$ cat src/core/tcs_map.vh
// Constants for the tick clock scheduler: register offsets, fields, reset values, counts.
// Assumes byte addresses on a 12-bit register port with 32-bit data.
`ifndef TCS_MAP_VH
`define TCS_MAP_VH

// Register offsets
`define TCS_REG_TIME 12'h000
`define TCS_REG_TICK 12'h004
`define TCS_REG_CTRL 12'h008
`define TCS_REG_BTN 12'h00C
`define TCS_REG_REQ 12'h010
`define TCS_REG_STAT 12'h014
`define TCS_STORE_PAGE 4'h1
`define TCS_STORE_BYTES 6'd48

// Field positions in the time register
`define TCS_TIME_SEC_LSB 0
`define TCS_TIME_MIN_LSB 8
`define TCS_TIME_HOUR_LSB 16
`define TCS_TIME_PM_BIT 24

// Field positions in the schedule store bytes and the control register
`define TCS_ON_PM_BIT 7
`define TCS_OFF_PM_BIT 6
`define TCS_DAWN_OFF_BIT 6
`define TCS_CTRL_RUN_BIT 0

// Reset values
`define TCS_CTRL_RESET 1'b1
`define TCS_HOUR_RESET 4'hC
`define TCS_TICK_RESET 16'hFCE0

// Counting
`define TCS_TICK_RELOAD 16'hFCE0
`define TCS_TICK_MAX 16'hFFFF
`define TCS_TICKS_PER_SEC 6'd40
`define TCS_SEC_LAST 6'd59
`define TCS_MIN_LAST 6'd59
`define TCS_HOUR_LAST 4'hC
`define TCS_HOUR_FIRST 4'h1
`define TCS_HOUR_PM_FLIP 4'hB
`define TCS_UNIT_LAST 4'hF

`endif

$ cat src/core/tcs_sched_store.v
// Packed schedule store: 48 bytes held in flip-flops, three rows of 16 units.
// Assumes the caller checks that the write index is below 48.
`timescale 1ns/100ps
`include "tcs_map.vh"

module tcs_sched_store (
    // Clock and reset
    input wire sys_clk,
    input wire resetn,
    // Byte port
    input wire wr_en,
    input wire [5:0] wr_idx,
    input wire [7:0] wr_data,
    input wire [5:0] rd_idx,
    output wire [7:0] rd_data,
    // Unit record port
    input wire [3:0] unit_idx,
    output wire [7:0] hour_byte,
    output wire [7:0] on_min_byte,
    output wire [7:0] off_min_byte
);
    wire [383:0] mem_w;

    genvar g;
    generate
        for (g = 0; g < 48; g = g + 1) begin : entry
            reg [7:0] byte_ff;
            always @(posedge sys_clk or negedge resetn) begin
                if (!resetn) begin
                    byte_ff <= 8'h00;
                end else if (wr_en && (wr_idx == g[5:0])) begin
                    byte_ff <= wr_data;
                end
            end
            assign mem_w[g*8 +: 8] = byte_ff;
        end
    endgenerate

    // Unit rows: hours at 0..15, on minutes at 16..31, off minutes at 32..47
    assign rd_data = mem_w[{rd_idx, 3'b000} +: 8];
    assign hour_byte = mem_w[{2'b00, unit_idx, 3'b000} +: 8];
    assign on_min_byte = mem_w[{2'b01, unit_idx, 3'b000} +: 8];
    assign off_min_byte = mem_w[{2'b10, unit_idx, 3'b000} +: 8];
endmodule

$ cat src/core/tcs_top.v
// Tick clock scheduler: crystal tick counter, button debounce, time of day,
// schedule comparison and switch requests.
// Assumes a free-running 32 kHz crystal input and five active-low buttons.
//
// Design decisions made here: the strobed register port and the register addresses.
`timescale 1ns/100ps
`include "tcs_map.vh"

module tcs_top (
    // Clock and reset
    input wire sys_clk,
    input wire resetn,
    // Crystal and pins
    input wire xtal_32k,
    input wire [4:0] button_input_lines_n,
    input wire dawn_detect,
    // Register port
    input wire [11:0] reg_addr,
    input wire [31:0] reg_wdata,
    input wire reg_wr,
    input wire reg_rd,
    output wire [31:0] reg_rdata,
    // Status outputs
    output wire tick_irq,
    output wire [4:0] btn_pressed,
    output wire [15:0] on_req,
    output wire [15:0] off_req
);
    localparam [1:0] ST_IDLE = 2'b01;
    localparam [1:0] ST_SCAN = 2'b10;

    // Pin synchronisers
    reg [2:0] xtal_sync_ff;
    reg [4:0] btn_meta_ff;
    reg [4:0] btn_sync_ff;
    reg dawn_meta_ff;
    reg [1:0] dawn_sync_ff;

    always @(posedge sys_clk or negedge resetn) begin
        if (!resetn) begin
            xtal_sync_ff <= 3'h0;
            btn_meta_ff <= 5'h1F;
            btn_sync_ff <= 5'h1F;
            dawn_meta_ff <= 1'b0;
            dawn_sync_ff <= 2'h0;
        end else begin
            xtal_sync_ff <= {xtal_sync_ff[1:0], xtal_32k};
            btn_meta_ff <= button_input_lines_n;
            btn_sync_ff <= btn_meta_ff;
            dawn_meta_ff <= dawn_detect;
            dawn_sync_ff <= {dawn_sync_ff[0], dawn_meta_ff};
        end
    end

    // Stage 2 and 3 form the edge detector; stage 1 only feeds stage 2
    wire xtal_rise = xtal_sync_ff[1] & ~xtal_sync_ff[2];
    wire dawn_rise = dawn_sync_ff[0] & ~dawn_sync_ff[1];

    // Register decode
    wire store_hit = (reg_addr[11:8] == `TCS_STORE_PAGE) && (reg_addr[1:0] == 2'b00)
                     && (reg_addr[7:2] < `TCS_STORE_BYTES);
    wire wr_time = reg_wr && (reg_addr == `TCS_REG_TIME);
    wire wr_tick = reg_wr && (reg_addr == `TCS_REG_TICK);
    wire wr_ctrl = reg_wr && (reg_addr == `TCS_REG_CTRL);
    wire wr_req = reg_wr && (reg_addr == `TCS_REG_REQ);
    wire wr_store = reg_wr && store_hit;

    // Tick counter on crystal edges
    reg ctrl_run_ff;
    reg [15:0] tick_counter_pair_ff;
    reg tick_irq_ff;
    reg [15:0] nxt_tick_counter_pair;
    reg nxt_tick_irq;
    wire tick_overflow = xtal_rise && ctrl_run_ff && (tick_counter_pair_ff == `TCS_TICK_MAX);

    always @* begin
        nxt_tick_counter_pair = tick_counter_pair_ff;
        nxt_tick_irq = 1'b0;
        if (wr_tick) begin
            nxt_tick_counter_pair = reg_wdata[15:0];
        end else if (tick_overflow) begin
            nxt_tick_counter_pair = `TCS_TICK_RELOAD;
            nxt_tick_irq = 1'b1;
        end else if (xtal_rise && ctrl_run_ff) begin
            nxt_tick_counter_pair = tick_counter_pair_ff + 16'h0001;
        end
    end

    always @(posedge sys_clk or negedge resetn) begin
        if (!resetn) begin
            ctrl_run_ff <= `TCS_CTRL_RESET;
            tick_counter_pair_ff <= `TCS_TICK_RESET;
            tick_irq_ff <= 1'b0;
        end else begin
            if (wr_ctrl) begin
                ctrl_run_ff <= reg_wdata[`TCS_CTRL_RUN_BIT];
            end
            tick_counter_pair_ff <= nxt_tick_counter_pair;
            tick_irq_ff <= nxt_tick_irq;
        end
    end

    // Button scan: one sample per tick, accept when two samples agree
    reg [4:0] btn_prev_ff;
    reg [4:0] btn_state_ff;
    reg scan_done_ff;

    always @(posedge sys_clk or negedge resetn) begin
        if (!resetn) begin
            btn_prev_ff <= 5'h1F;
            btn_state_ff <= 5'h00;
            scan_done_ff <= 1'b0;
        end else begin
            scan_done_ff <= tick_irq_ff;
            if (tick_irq_ff) begin
                btn_prev_ff <= btn_sync_ff;
                if (btn_prev_ff == btn_sync_ff) begin
                    btn_state_ff <= ~btn_sync_ff;
                end
            end
        end
    end

    // Time of day, advanced after each scan
    reg [5:0] tick_cnt_ff;
    reg [5:0] sec_ff;
    reg [5:0] min_ff;
    reg [3:0] hour_ff;
    reg pm_ff;
    reg [5:0] nxt_tick_cnt;
    reg [5:0] nxt_sec;
    reg [5:0] nxt_min;
    reg [3:0] nxt_hour;
    reg nxt_pm;
    reg min_step;

    always @* begin
        nxt_tick_cnt = tick_cnt_ff;
        nxt_sec = sec_ff;
        nxt_min = min_ff;
        nxt_hour = hour_ff;
        nxt_pm = pm_ff;
        min_step = 1'b0;
        if (wr_time) begin
            nxt_tick_cnt = 6'h00;
            nxt_sec = reg_wdata[`TCS_TIME_SEC_LSB +: 6];
            nxt_min = reg_wdata[`TCS_TIME_MIN_LSB +: 6];
            nxt_hour = reg_wdata[`TCS_TIME_HOUR_LSB +: 4];
            nxt_pm = reg_wdata[`TCS_TIME_PM_BIT];
        end else if (scan_done_ff) begin
            nxt_tick_cnt = tick_cnt_ff + 6'h01;
            if (nxt_tick_cnt == `TCS_TICKS_PER_SEC) begin
                nxt_tick_cnt = 6'h00;
                nxt_sec = sec_ff + 6'h01;
                if (sec_ff == `TCS_SEC_LAST) begin
                    nxt_sec = 6'h00;
                    nxt_min = min_ff + 6'h01;
                    min_step = 1'b1;
                    if (min_ff == `TCS_MIN_LAST) begin
                        nxt_min = 6'h00;
                        nxt_hour = hour_ff + 4'h1;
                        if (hour_ff == `TCS_HOUR_LAST) begin
                            nxt_hour = `TCS_HOUR_FIRST;
                        end
                        if (hour_ff == `TCS_HOUR_PM_FLIP) begin
                            nxt_pm = ~pm_ff;
                        end
                    end
                end
            end
        end
    end

    always @(posedge sys_clk or negedge resetn) begin
        if (!resetn) begin
            tick_cnt_ff <= 6'h00;
            sec_ff <= 6'h00;
            min_ff <= 6'h00;
            hour_ff <= `TCS_HOUR_RESET;
            pm_ff <= 1'b0;
        end else begin
            tick_cnt_ff <= nxt_tick_cnt;
            sec_ff <= nxt_sec;
            min_ff <= nxt_min;
            hour_ff <= nxt_hour;
            pm_ff <= nxt_pm;
        end
    end

    // Schedule store
    reg [3:0] unit_ff;
    wire [7:0] store_rd;
    wire [7:0] hour_byte;
    wire [7:0] on_min_byte;
    wire [7:0] off_min_byte;

    tcs_sched_store u_store (
        .sys_clk(sys_clk),
        .resetn(resetn),
        .wr_en(wr_store),
        .wr_idx(reg_addr[7:2]),
        .wr_data(reg_wdata[7:0]),
        .rd_idx(reg_addr[7:2]),
        .rd_data(store_rd),
        .unit_idx(unit_ff),
        .hour_byte(hour_byte),
        .on_min_byte(on_min_byte),
        .off_min_byte(off_min_byte)
    );

    // Comparison pass, one unit per cycle
    reg [1:0] state_ff;
    reg cmp_pend_ff;
    reg [15:0] on_req_ff;
    reg [15:0] off_req_ff;
    reg [15:0] dawn_sel_ff;
    reg [1:0] nxt_state;
    reg [15:0] set_on;
    reg [15:0] set_off;

    wire on_match = (hour_byte[7:4] == hour_ff) && (on_min_byte[5:0] == min_ff)
                    && (on_min_byte[`TCS_ON_PM_BIT] == pm_ff);
    wire off_match = (hour_byte[3:0] == hour_ff) && (off_min_byte[5:0] == min_ff)
                     && (on_min_byte[`TCS_OFF_PM_BIT] == pm_ff);

    always @* begin
        nxt_state = state_ff;
        set_on = 16'h0000;
        set_off = 16'h0000;
        case (state_ff)
            ST_IDLE: begin
                if (cmp_pend_ff) begin
                    nxt_state = ST_SCAN;
                end
            end
            ST_SCAN: begin
                set_on[unit_ff] = on_match;
                set_off[unit_ff] = off_match;
                if (unit_ff == `TCS_UNIT_LAST) begin
                    nxt_state = ST_IDLE;
                end
            end
            default: begin
                nxt_state = ST_IDLE;
            end
        endcase
    end

    // Dawn edge turns off every unit whose dawn-off bit, shadowed from the store, is set
    wire [15:0] dawn_off = {16{dawn_rise}} & dawn_sel_ff;

    always @(posedge sys_clk or negedge resetn) begin
        if (!resetn) begin
            state_ff <= ST_IDLE;
            cmp_pend_ff <= 1'b0;
            unit_ff <= 4'h0;
            on_req_ff <= 16'h0000;
            off_req_ff <= 16'h0000;
            dawn_sel_ff <= 16'h0000;
        end else begin
            state_ff <= nxt_state;
            if (min_step) begin
                cmp_pend_ff <= 1'b1;
            end else if ((state_ff == ST_IDLE) && cmp_pend_ff) begin
                cmp_pend_ff <= 1'b0;
            end
            if (state_ff == ST_SCAN) begin
                unit_ff <= unit_ff + 4'h1;
            end else begin
                unit_ff <= 4'h0;
            end
            // Write one clears; a same-cycle set wins
            on_req_ff <= (on_req_ff & ~({16{wr_req}} & reg_wdata[15:0])) | set_on;
            off_req_ff <= (off_req_ff & ~({16{wr_req}} & reg_wdata[31:16]))
                          | set_off | dawn_off;
            if (wr_store && (reg_addr[7:6] == 2'b10)) begin
                dawn_sel_ff[reg_addr[5:2]] <= reg_wdata[`TCS_DAWN_OFF_BIT];
            end
        end
    end

    // Read data, one cycle after the strobe
    reg [31:0] rdata_ff;
    reg [31:0] nxt_rdata;

    always @* begin
        nxt_rdata = 32'h00000000;
        if (reg_rd) begin
            if (store_hit) begin
                nxt_rdata = {24'h000000, store_rd};
            end else begin
                case (reg_addr)
                    `TCS_REG_TIME: nxt_rdata = {7'h00, pm_ff, 4'h0, hour_ff, 2'h0, min_ff,
                                                2'h0, sec_ff};
                    `TCS_REG_TICK: nxt_rdata = {10'h000, tick_cnt_ff, tick_counter_pair_ff};
                    `TCS_REG_CTRL: nxt_rdata = {31'h00000000, ctrl_run_ff};
                    `TCS_REG_BTN: nxt_rdata = {27'h0000000, btn_state_ff};
                    `TCS_REG_REQ: nxt_rdata = {off_req_ff, on_req_ff};
                    `TCS_REG_STAT: nxt_rdata = {30'h00000000, state_ff[1], cmp_pend_ff};
                    default: nxt_rdata = 32'h00000000;
                endcase
            end
        end
    end

    always @(posedge sys_clk or negedge resetn) begin
        if (!resetn) begin
            rdata_ff <= 32'h00000000;
        end else begin
            rdata_ff <= nxt_rdata;
        end
    end

    assign reg_rdata = rdata_ff;
    assign tick_irq = tick_irq_ff;
    assign btn_pressed = btn_state_ff;
    assign on_req = on_req_ff;
    assign off_req = off_req_ff;
endmodule

$ cat config.mk
export PLATFORM = sky130hd
export DESIGN_NAME = tcs_top
export DESIGN_NICKNAME = d
export VERILOG_FILES = /design/src/core/tcs_sched_store.v /design/src/core/tcs_top.v
export VERILOG_INCLUDE_DIRS = /design/src /design/src/core
export SDC_FILE = /design/constraint.sdc
export NUM_CORES = 1
export LEC_CHECK = 0
export BUFFER_PORTS_ARGS = -buffer_cell sky130_fd_sc_hd__buf_2
export CORE_MARGIN = 4
export CORE_UTILIZATION = 50
export CTS_BUF_LIST = sky130_fd_sc_hd__clkbuf_2 sky130_fd_sc_hd__clkbuf_4 sky130_fd_sc_hd__clkbuf_8
export CTS_CLUSTER_DIAMETER = 80
export DETAILED_ROUTE_END_ITERATION = 10
export GPL_TIMING_DRIVEN = 0
export HOLD_SLACK_MARGIN = 0.06
export PLACE_DENSITY = 0.67
export SLEW_MARGIN = 5
export SYNTH_ARGS = -nofsm -noshare
export SYNTH_HDL_FRONTEND = slang
export SYNTH_SLANG_ARGS = --single-unit
$ cat constraint.sdc
create_clock -name sys_clk -period 6.34 [get_ports sys_clk]
set_input_delay 0.317 -clock sys_clk [delete_from_list [all_inputs] [get_ports sys_clk]]
set_output_delay 0.317 -clock sys_clk [all_outputs]
set_load 0.03 [all_outputs]
# After elaboration in Yosys (flattened, before gate mapping)
# Cells that the tools add are included.
[word_totals]
in_bits = 55
out_inout_bits = 70
reg_bits = 539
[classes]
order_cmp = 5
bitwise = 18
shifts = 4
muxes = 49
n_reduce_logical = 81
addsub = 6
n_eq_ne = 72
[op_table]
columns = ["op", "n"]
rows = [
  ["384-bit by 10-bit indexed part select with 6-bit output", 1],
  ["384-bit by 10-bit indexed part select with 8-bit output", 1],
  ["384-bit by 8-bit indexed part select with 8-bit output", 1],
  ["384-bit by 9-bit indexed part select with 8-bit output", 1],
  ["32-bit case mux with 6 select lines", 1],
  ["6-bit == test, second input constant", 19],
  ["16-bit bitwise AND", 7],
  ["6-bit by 5-bit == test with 1-bit output, second input constant", 16],
  ["16-bit two-way mux", 5],
  ["6-bit two-way mux", 12],
  ["1-bit logical AND", 65],
  ["32-bit two-way mux", 2],
  ["6-bit by 4-bit == test with 1-bit output, second input constant", 8],
  ["16-bit bitwise OR", 3],
  ["16-bit inverter", 2],
  ["4-bit two-way mux", 7],
  ["12-bit by 4-bit == test with 1-bit output, second input constant", 2],
  ["12-bit by 5-bit == test with 1-bit output, second input constant", 2],
  ["6-bit by 3-bit == test with 1-bit output, second input constant", 4],
  ["6-bit by 1-bit adder with 6-bit output, second input constant", 3],
  ["16-bit by 1-bit adder with 16-bit output, second input constant", 1],
  ["16-bit bitwise mux", 1],
  ["16-bit == test, second input constant", 1],
  ["1-bit two-way mux", 16],
  ["other kinds (31)", 54],
]

# Logic depth before layout (Yosys ltp)
[logic_depth]
ltp_word = 8
depth_mapped = 13
mapped_depth_nobuf = 8

# Modules after synthesis
# Synthesis repeated with hierarchy kept, for this count alone.
[hier_totals]
hier_cells = 2025
area_unflattened_um2 = 28160.8
[by_module_without_submodules]
columns = ["mod", "cells_each", "n_inst", "area_each_um2", "seq_area_each_um2"]
rows = [
  ["tcs_sched_store", 1240, 1, 20327.0, 9609.2],
  ["tcs_top", 785, 1, 7833.8, 3913.8],
]

# Worst setup path after synthesis
# OpenSTA, ideal clock, no wires.
[synth_timing]
path_type = "reg-to-reg"
from = "reg unit_ff[1]"
to = "reg off_req_ff[6] (netlist: off_req[6])"
path_buffers = 5
t_required_ns = 6.236
stages_incl_launch_ff = 12
arrival_time_ns = 2.390
path_slack_ns = 3.846
synth_period_minus_slack_ns = 2.494
cell_sequence = "dfrtp_1 buf_6 buf_6 buf_6 buf_2 mux4_2 o2111ai_1 nand2_1 xnor2_1 nand3_1 buf_2 o41ai_2"
[synth_between]
elab_chain_cells = 8
word_cells_on_any_way = 17
classes_between = "order compare (2); eq/ne (3); shift (3); mux (3); bitwise (3); reduce/logical (3)"
[synth_rtl]
columns = ["item", "line", "text"]
rows = [
  ["from (decl)", "tcs_top.v:191", "reg [3:0] unit_ff;"],
  ["from (signal assigned)", "tcs_top.v:268", "unit_ff <= unit_ff + 4'h1;"],
  ["384-bit by 10-bit indexed part select with 6-bit output, or another cell as far along", "tcs_sched_store.v:43", "assign off_min_byte = mem_w[{2'b10, unit_idx, 3'b000} +: 8];"],
  ["6-bit == test, or another cell as far along", "tcs_top.v:223", "wire off_match = (hour_byte[3:0] == hour_ff) && (off_min_byte[5:0] == min_ff)"],
  ["1-bit logical AND / 1-bit two-way mux (equally long branches)", "tcs_top.v:223, tcs_top.v:238", ""],
  ["1-bit logical AND / 1-bit demux with 4-bit select (equally long branches)", "tcs_top.v:223, tcs_top.v:238", ""],
  ["16-bit bitwise AND (no line) (*)", "n/a", ""],
  ["16-bit two-way mux (*)", "tcs_top.v:230", "case (state_ff)"],
  ["16-bit bitwise OR (*) (2 in series)", "tcs_top.v:275", "| set_off | dawn_off;"],
  ["to (signal assigned)", "tcs_top.v:274", "off_req_ff <= (off_req_ff & ~({16{wr_req}} & reg_wdata[31:16]))"],
  ["to (decl)", "tcs_top.v:215", "reg [15:0] off_req_ff;"],
]
# Every way passes the cells marked *; elsewhere a longest branch is shown, timed or not.
# A chain may end at the register's enable or synchronous reset.

# Worst setup path after layout
[layout_timing]
from = "reg unit_ff[2]"
to = "reg off_req_ff[8] (netlist: off_req[8])"
# The elaborated chain is that of the path after synthesis.

==> results.py <==
metrics = {
    "run_status": {
        "run_status": "finished, final reports clean",
    },
    "timing": {
        "maxClockFrequency_mhz": 231,
        "clock_skew_ns": 0.0366,
        "measured_slew_at_the_worst_slew_check_pin_ns": 1.45,
        "grt_setup_unrepaired": "no",
        "hold_violations": 0,
        "period_minus_slack_ns": 4.33,
        "slew_violations": 0,
        "finalSetupViolations": 0,
        "period_share": 0.683,
        "setup-tns-final_ns": 0,
        "timing.max_slew.rel_slack": 0.0317,
    },
    "synth": {
        "netlist_instances": 2130,
        "yosys_warnings": 0,
        "synth-edff-count": 0,
        "syn-mean-instance-area_um2": 13.3,
        "yosysSeqAreaShare": 0.479,
        "synth_area_mm2": 0.0282,
        "yosysUniqueCellTypes": 71,
        "synthesized_nets": 2196,
        "synthArstFlopShare": 1.00,
        "yosys_most_used_dff": "sky130_fd_sc_hd__dfrtp_1",
        "flip_flop_and_latch_count_after_synthesis": 539,
    },
    "clock_tree": {
        "tritoncts.num_buffers": 92,
        "postCtsSetupBuffers": 0,
        "cts_tree": "built",
        "latest_clock_arrival_within_the_worst_skew_pair_ns": 0.71,
        "clk_path_buf_depth": 3,
        "ctsRootBufferMaster": "sky130_fd_sc_hd__clkbuf_8",
        "clk_pin_slew_worst_paths_ns": 0.07,
        "clock_sinks": 539,
        "h-tree-depth": 3,
    },
    "drt": {
        "drt-vias-per-instance": 6.65,
        "route.vias.total": 21300,
        "drtIter0Drc": 2761,
        "drc": 0,
        "totalWireLength_um": 104000,
        "dr.pass1.iters": 6,
        "detail-route-antenna-nets": 0,
        "wl_per_cell_um": 32.5,
    },
    "floorplan": {
        "coreArea_mm2": 0.0555,
        "die_area_mm2": 0.0603,
        "placement_row_count": 86,
        "die-width_um": 246,
        "design.portCount": 125,
        "initial_utilization": 0.508,
        "die_height_um": 246,
    },
    "final_layout": {
        "synthToLayoutAreaGrowth_pct": 14.4,
        "final_net_count": 2450,
        "final_util": 0.581,
        "multiInputGateArea_mm2": 0.0139,
        "layout-drive-gt1-share": 0.411,
        "sequential_cell_area_mm2": 0.0135,
        "filler_cell_count": 4548,
    },
    "global_routing": {
        "gr-total-overflow": 0,
        "grt_pass1_wl_um": 150000,
        "groute.usage.overall": 0.344,
        "initial_antenna_violation_count": 1,
        "grt_max_degree": 115,
        "grt_pass1_vias": 21400,
    },
    "placed_design": {
        "port_buffers": 115,
        "gp_congestion": 1.06,
        "detail_placement_hpwl_um": 73100,
    },
    "flow_run": {
        "max_cap_viol_count": 0,
    },
    "worst_setup_path": {
        "worstPathCellList": "buf_2 -> clkinv_1 -> buf_1 -> o2111ai_1 -> nand2_1 -> xnor2_1 -> nand3_1 -> buf_2 -> o41ai_2",
        "critical_path.top_delay_family": "buffers and inverters",
        "crit_buf_inv": 4,
        "worst-endpoint-required_ns": 6.92,
        "crit_path_frequent_cell": "sky130_fd_sc_hd__buf_2",
        "cp_max_fo": 10,
        "cp_slowest_stage_delay_ns": 0.69,
        "critical_path.endpoint_type": "flip-flop",
        "worst-setup-path-type": "reg2reg",
        "critical_path.startpoint_type": "flip-flop",
        "timing.critical_path.arrival_ns": 4.91,
        "cpMaxStageDelayCell": "sky130_fd_sc_hd__buf_1",
    },
    "power_and_ir_drop": {
        "pwr_density_cell_mw_per_mm2": 225,
        "static_leak_nw": 14.3,
        "ir_worst_vdd_mv": 0.203,
    },
    "min_path": {
        "hold_path_class": "in2async",
    },
}
==> registers in the layout, summed over array words and instances (netlist names), 2 cells and up <==
register / cells
btn_meta_ff: 5
btn_pressed: 5
btn_prev_ff: 5
btn_sync_ff: 5
dawn_sel_ff: 16
dawn_sync_ff: 2
hour_ff: 4
min_ff: 6
off_req: 16
on_req: 16
reg_rdata: 32
sec_ff: 6
state_ff: 2
tick_cnt_ff: 6
tick_counter_pair_ff: 16
u_store.entry.byte_ff: 384
unit_ff: 4
xtal_sync_ff: 3
==> cells in the final DEF (no fill, tap or decap), types with 23 or more instances in the layout <==
master and n:
sky130_fd_sc_hd__nand2_1 151, sky130_fd_sc_hd__mux2_2 433, sky130_fd_sc_hd__dfrtp_1 511, sky130_fd_sc_hd__a221oi_1 23
sky130_fd_sc_hd__nor2_1 89, sky130_fd_sc_hd__a21oi_1 31, sky130_fd_sc_hd__mux4_2 166, sky130_fd_sc_hd__o31ai_1 23
sky130_fd_sc_hd__a22oi_1 29, sky130_fd_sc_hd__clkbuf_1 103, sky130_fd_sc_hd__nor2_2 28, sky130_fd_sc_hd__buf_2 147
sky130_fd_sc_hd__clkbuf_8 112, sky130_fd_sc_hd__dlygate4sd3_1 39, sky130_fd_sc_hd__clkbuf_4 31, sky130_fd_sc_hd__dfstp_2 28
sky130_fd_sc_hd__nand3_1 33, sky130_fd_sc_hd__o21ai_0 43, sky130_fd_sc_hd__mux2i_1 79
==> cell usage after synthesis, drive strengths merged (3+ instances only) <==
master  instances  area [um^2]
a21o            5         37.5
a21oi          31          155
a221o           5         50.1
a221oi         23          201
a222oi         14          140
a22o            5         43.8
a22oi          29          218
a31oi           9         56.3
and2           22          138
and3           13         81.3
and4            3         26.3
buf            60          382
clkbuf        103          387
dfrtp         511        12800
dfstp          28          736
ha             11          138
inv            20         75.1
mux2          435         4900
mux2i          79          791
mux4          167         3760
nand2         151          567
nand2b         11         68.8
nand3          33          165
nand3b          7         52.6
nand4          13         87.6
nor2          117          499
nor2b          14         87.6
nor3           15         80.1
nor3b           5         37.5
nor4           10          123
o21a            3         22.5
o21ai          45          229
o22ai          18          113
o31ai          23          173
o32ai           3         26.3
o41ai          12          150
or3            11         68.8
xnor2          21          184
xor2           22          193
==> cells by family after synthesis <==
kind of cell | after synthesis | share of synthesized area
xor+xnor | 43 | 0.0133
buf+inv | 184 | 0.0300
flops | 539 | 0.479
fa+ha+maj | 11 | 0.00488
mux | 681 | 0.335
simple gates | 431 | 0.0754
compound gates | 241 | 0.0623
==> power by group <==
group / internal, mW / switching, mW / total, mW
sequential: 3.46 / 0.0159 / 3.48
combinational: 0.109 / 0.280 / 0.389
clock: 1.90 / 1.48 / 3.38
==> layer usage <==
metal / vias to the layer above / track usage / part of all wire
li1: 8539 / - / -
met1: 11000 / 0.440 / 0.37
met2: 1370 / 0.540 / 0.45
met3: 390 / 0.0919 / 0.10
met4: 2 / 0.186 / 0.069
met5: - / 0 / 0.00012
==> cell type report <==
type	count	area share
Multi-Input combinational cell	1407	0.430
Timing Repair Buffer	160	0.0350
Sequential cell	539	0.419
Tap cell	748	0.0290
Antenna cell	3	0.000233
Inverter	21	0.00244
Buffer	163	0.0238
Clock buffer	143	0.0550
Clock inverter	22	0.00620
==> final timing paths <==
path	start	endpoint	slack (ns)	cells after the start
setup / recovery	unit_ff[2]$_DFF_PN0_	off_req[8]$_DFF_PN0_	2.01	9
min in group sys_clk	reg_wdata[6]	tick_counter_pair_ff[6]$_DFFE_PN1P_	0.15	3
hold / removal	resetn	reg_rdata[26]$_DFF_PN0_	0.11	2
max in group asynchronous	resetn	u_store.entry[17].byte_ff[5]$_DFFE_PN0P_	4.32	5
hold reg to reg	btn_meta_ff[4]$_DFF_PN1_	btn_sync_ff[4]$_DFF_PN1_	0.35	0
setup reg to reg	unit_ff[2]$_DFF_PN0_	off_req[8]$_DFF_PN0_	2.01	9
==> metrics by stage <==
stage	std cells	total power, mW	instance area, um^2	hold slack, ns	setup WS, ns
2_1_floorplan	2130	3.69	28200	0.0214	3.85
3_3_place_gp	2993	3.88	29700	0.339	-5.85
3_5_place_dp	2999	3.90	29900	0.221	2.07
4_1_cts	3203	7.27	32300	0.0739	2.16
5_1_grt	3203	7.46	32300	0.117	1.87
6_report	3206	7.25	32300	0.106	2.01
==> what timing repair did <==
action                    4_1_cts  5_1_grt
hold buffers                   39        0
gates resized for setup         0        0
hold endpoints to repair      165        0
Note: power is estimated with default switching activity, not from simulation.
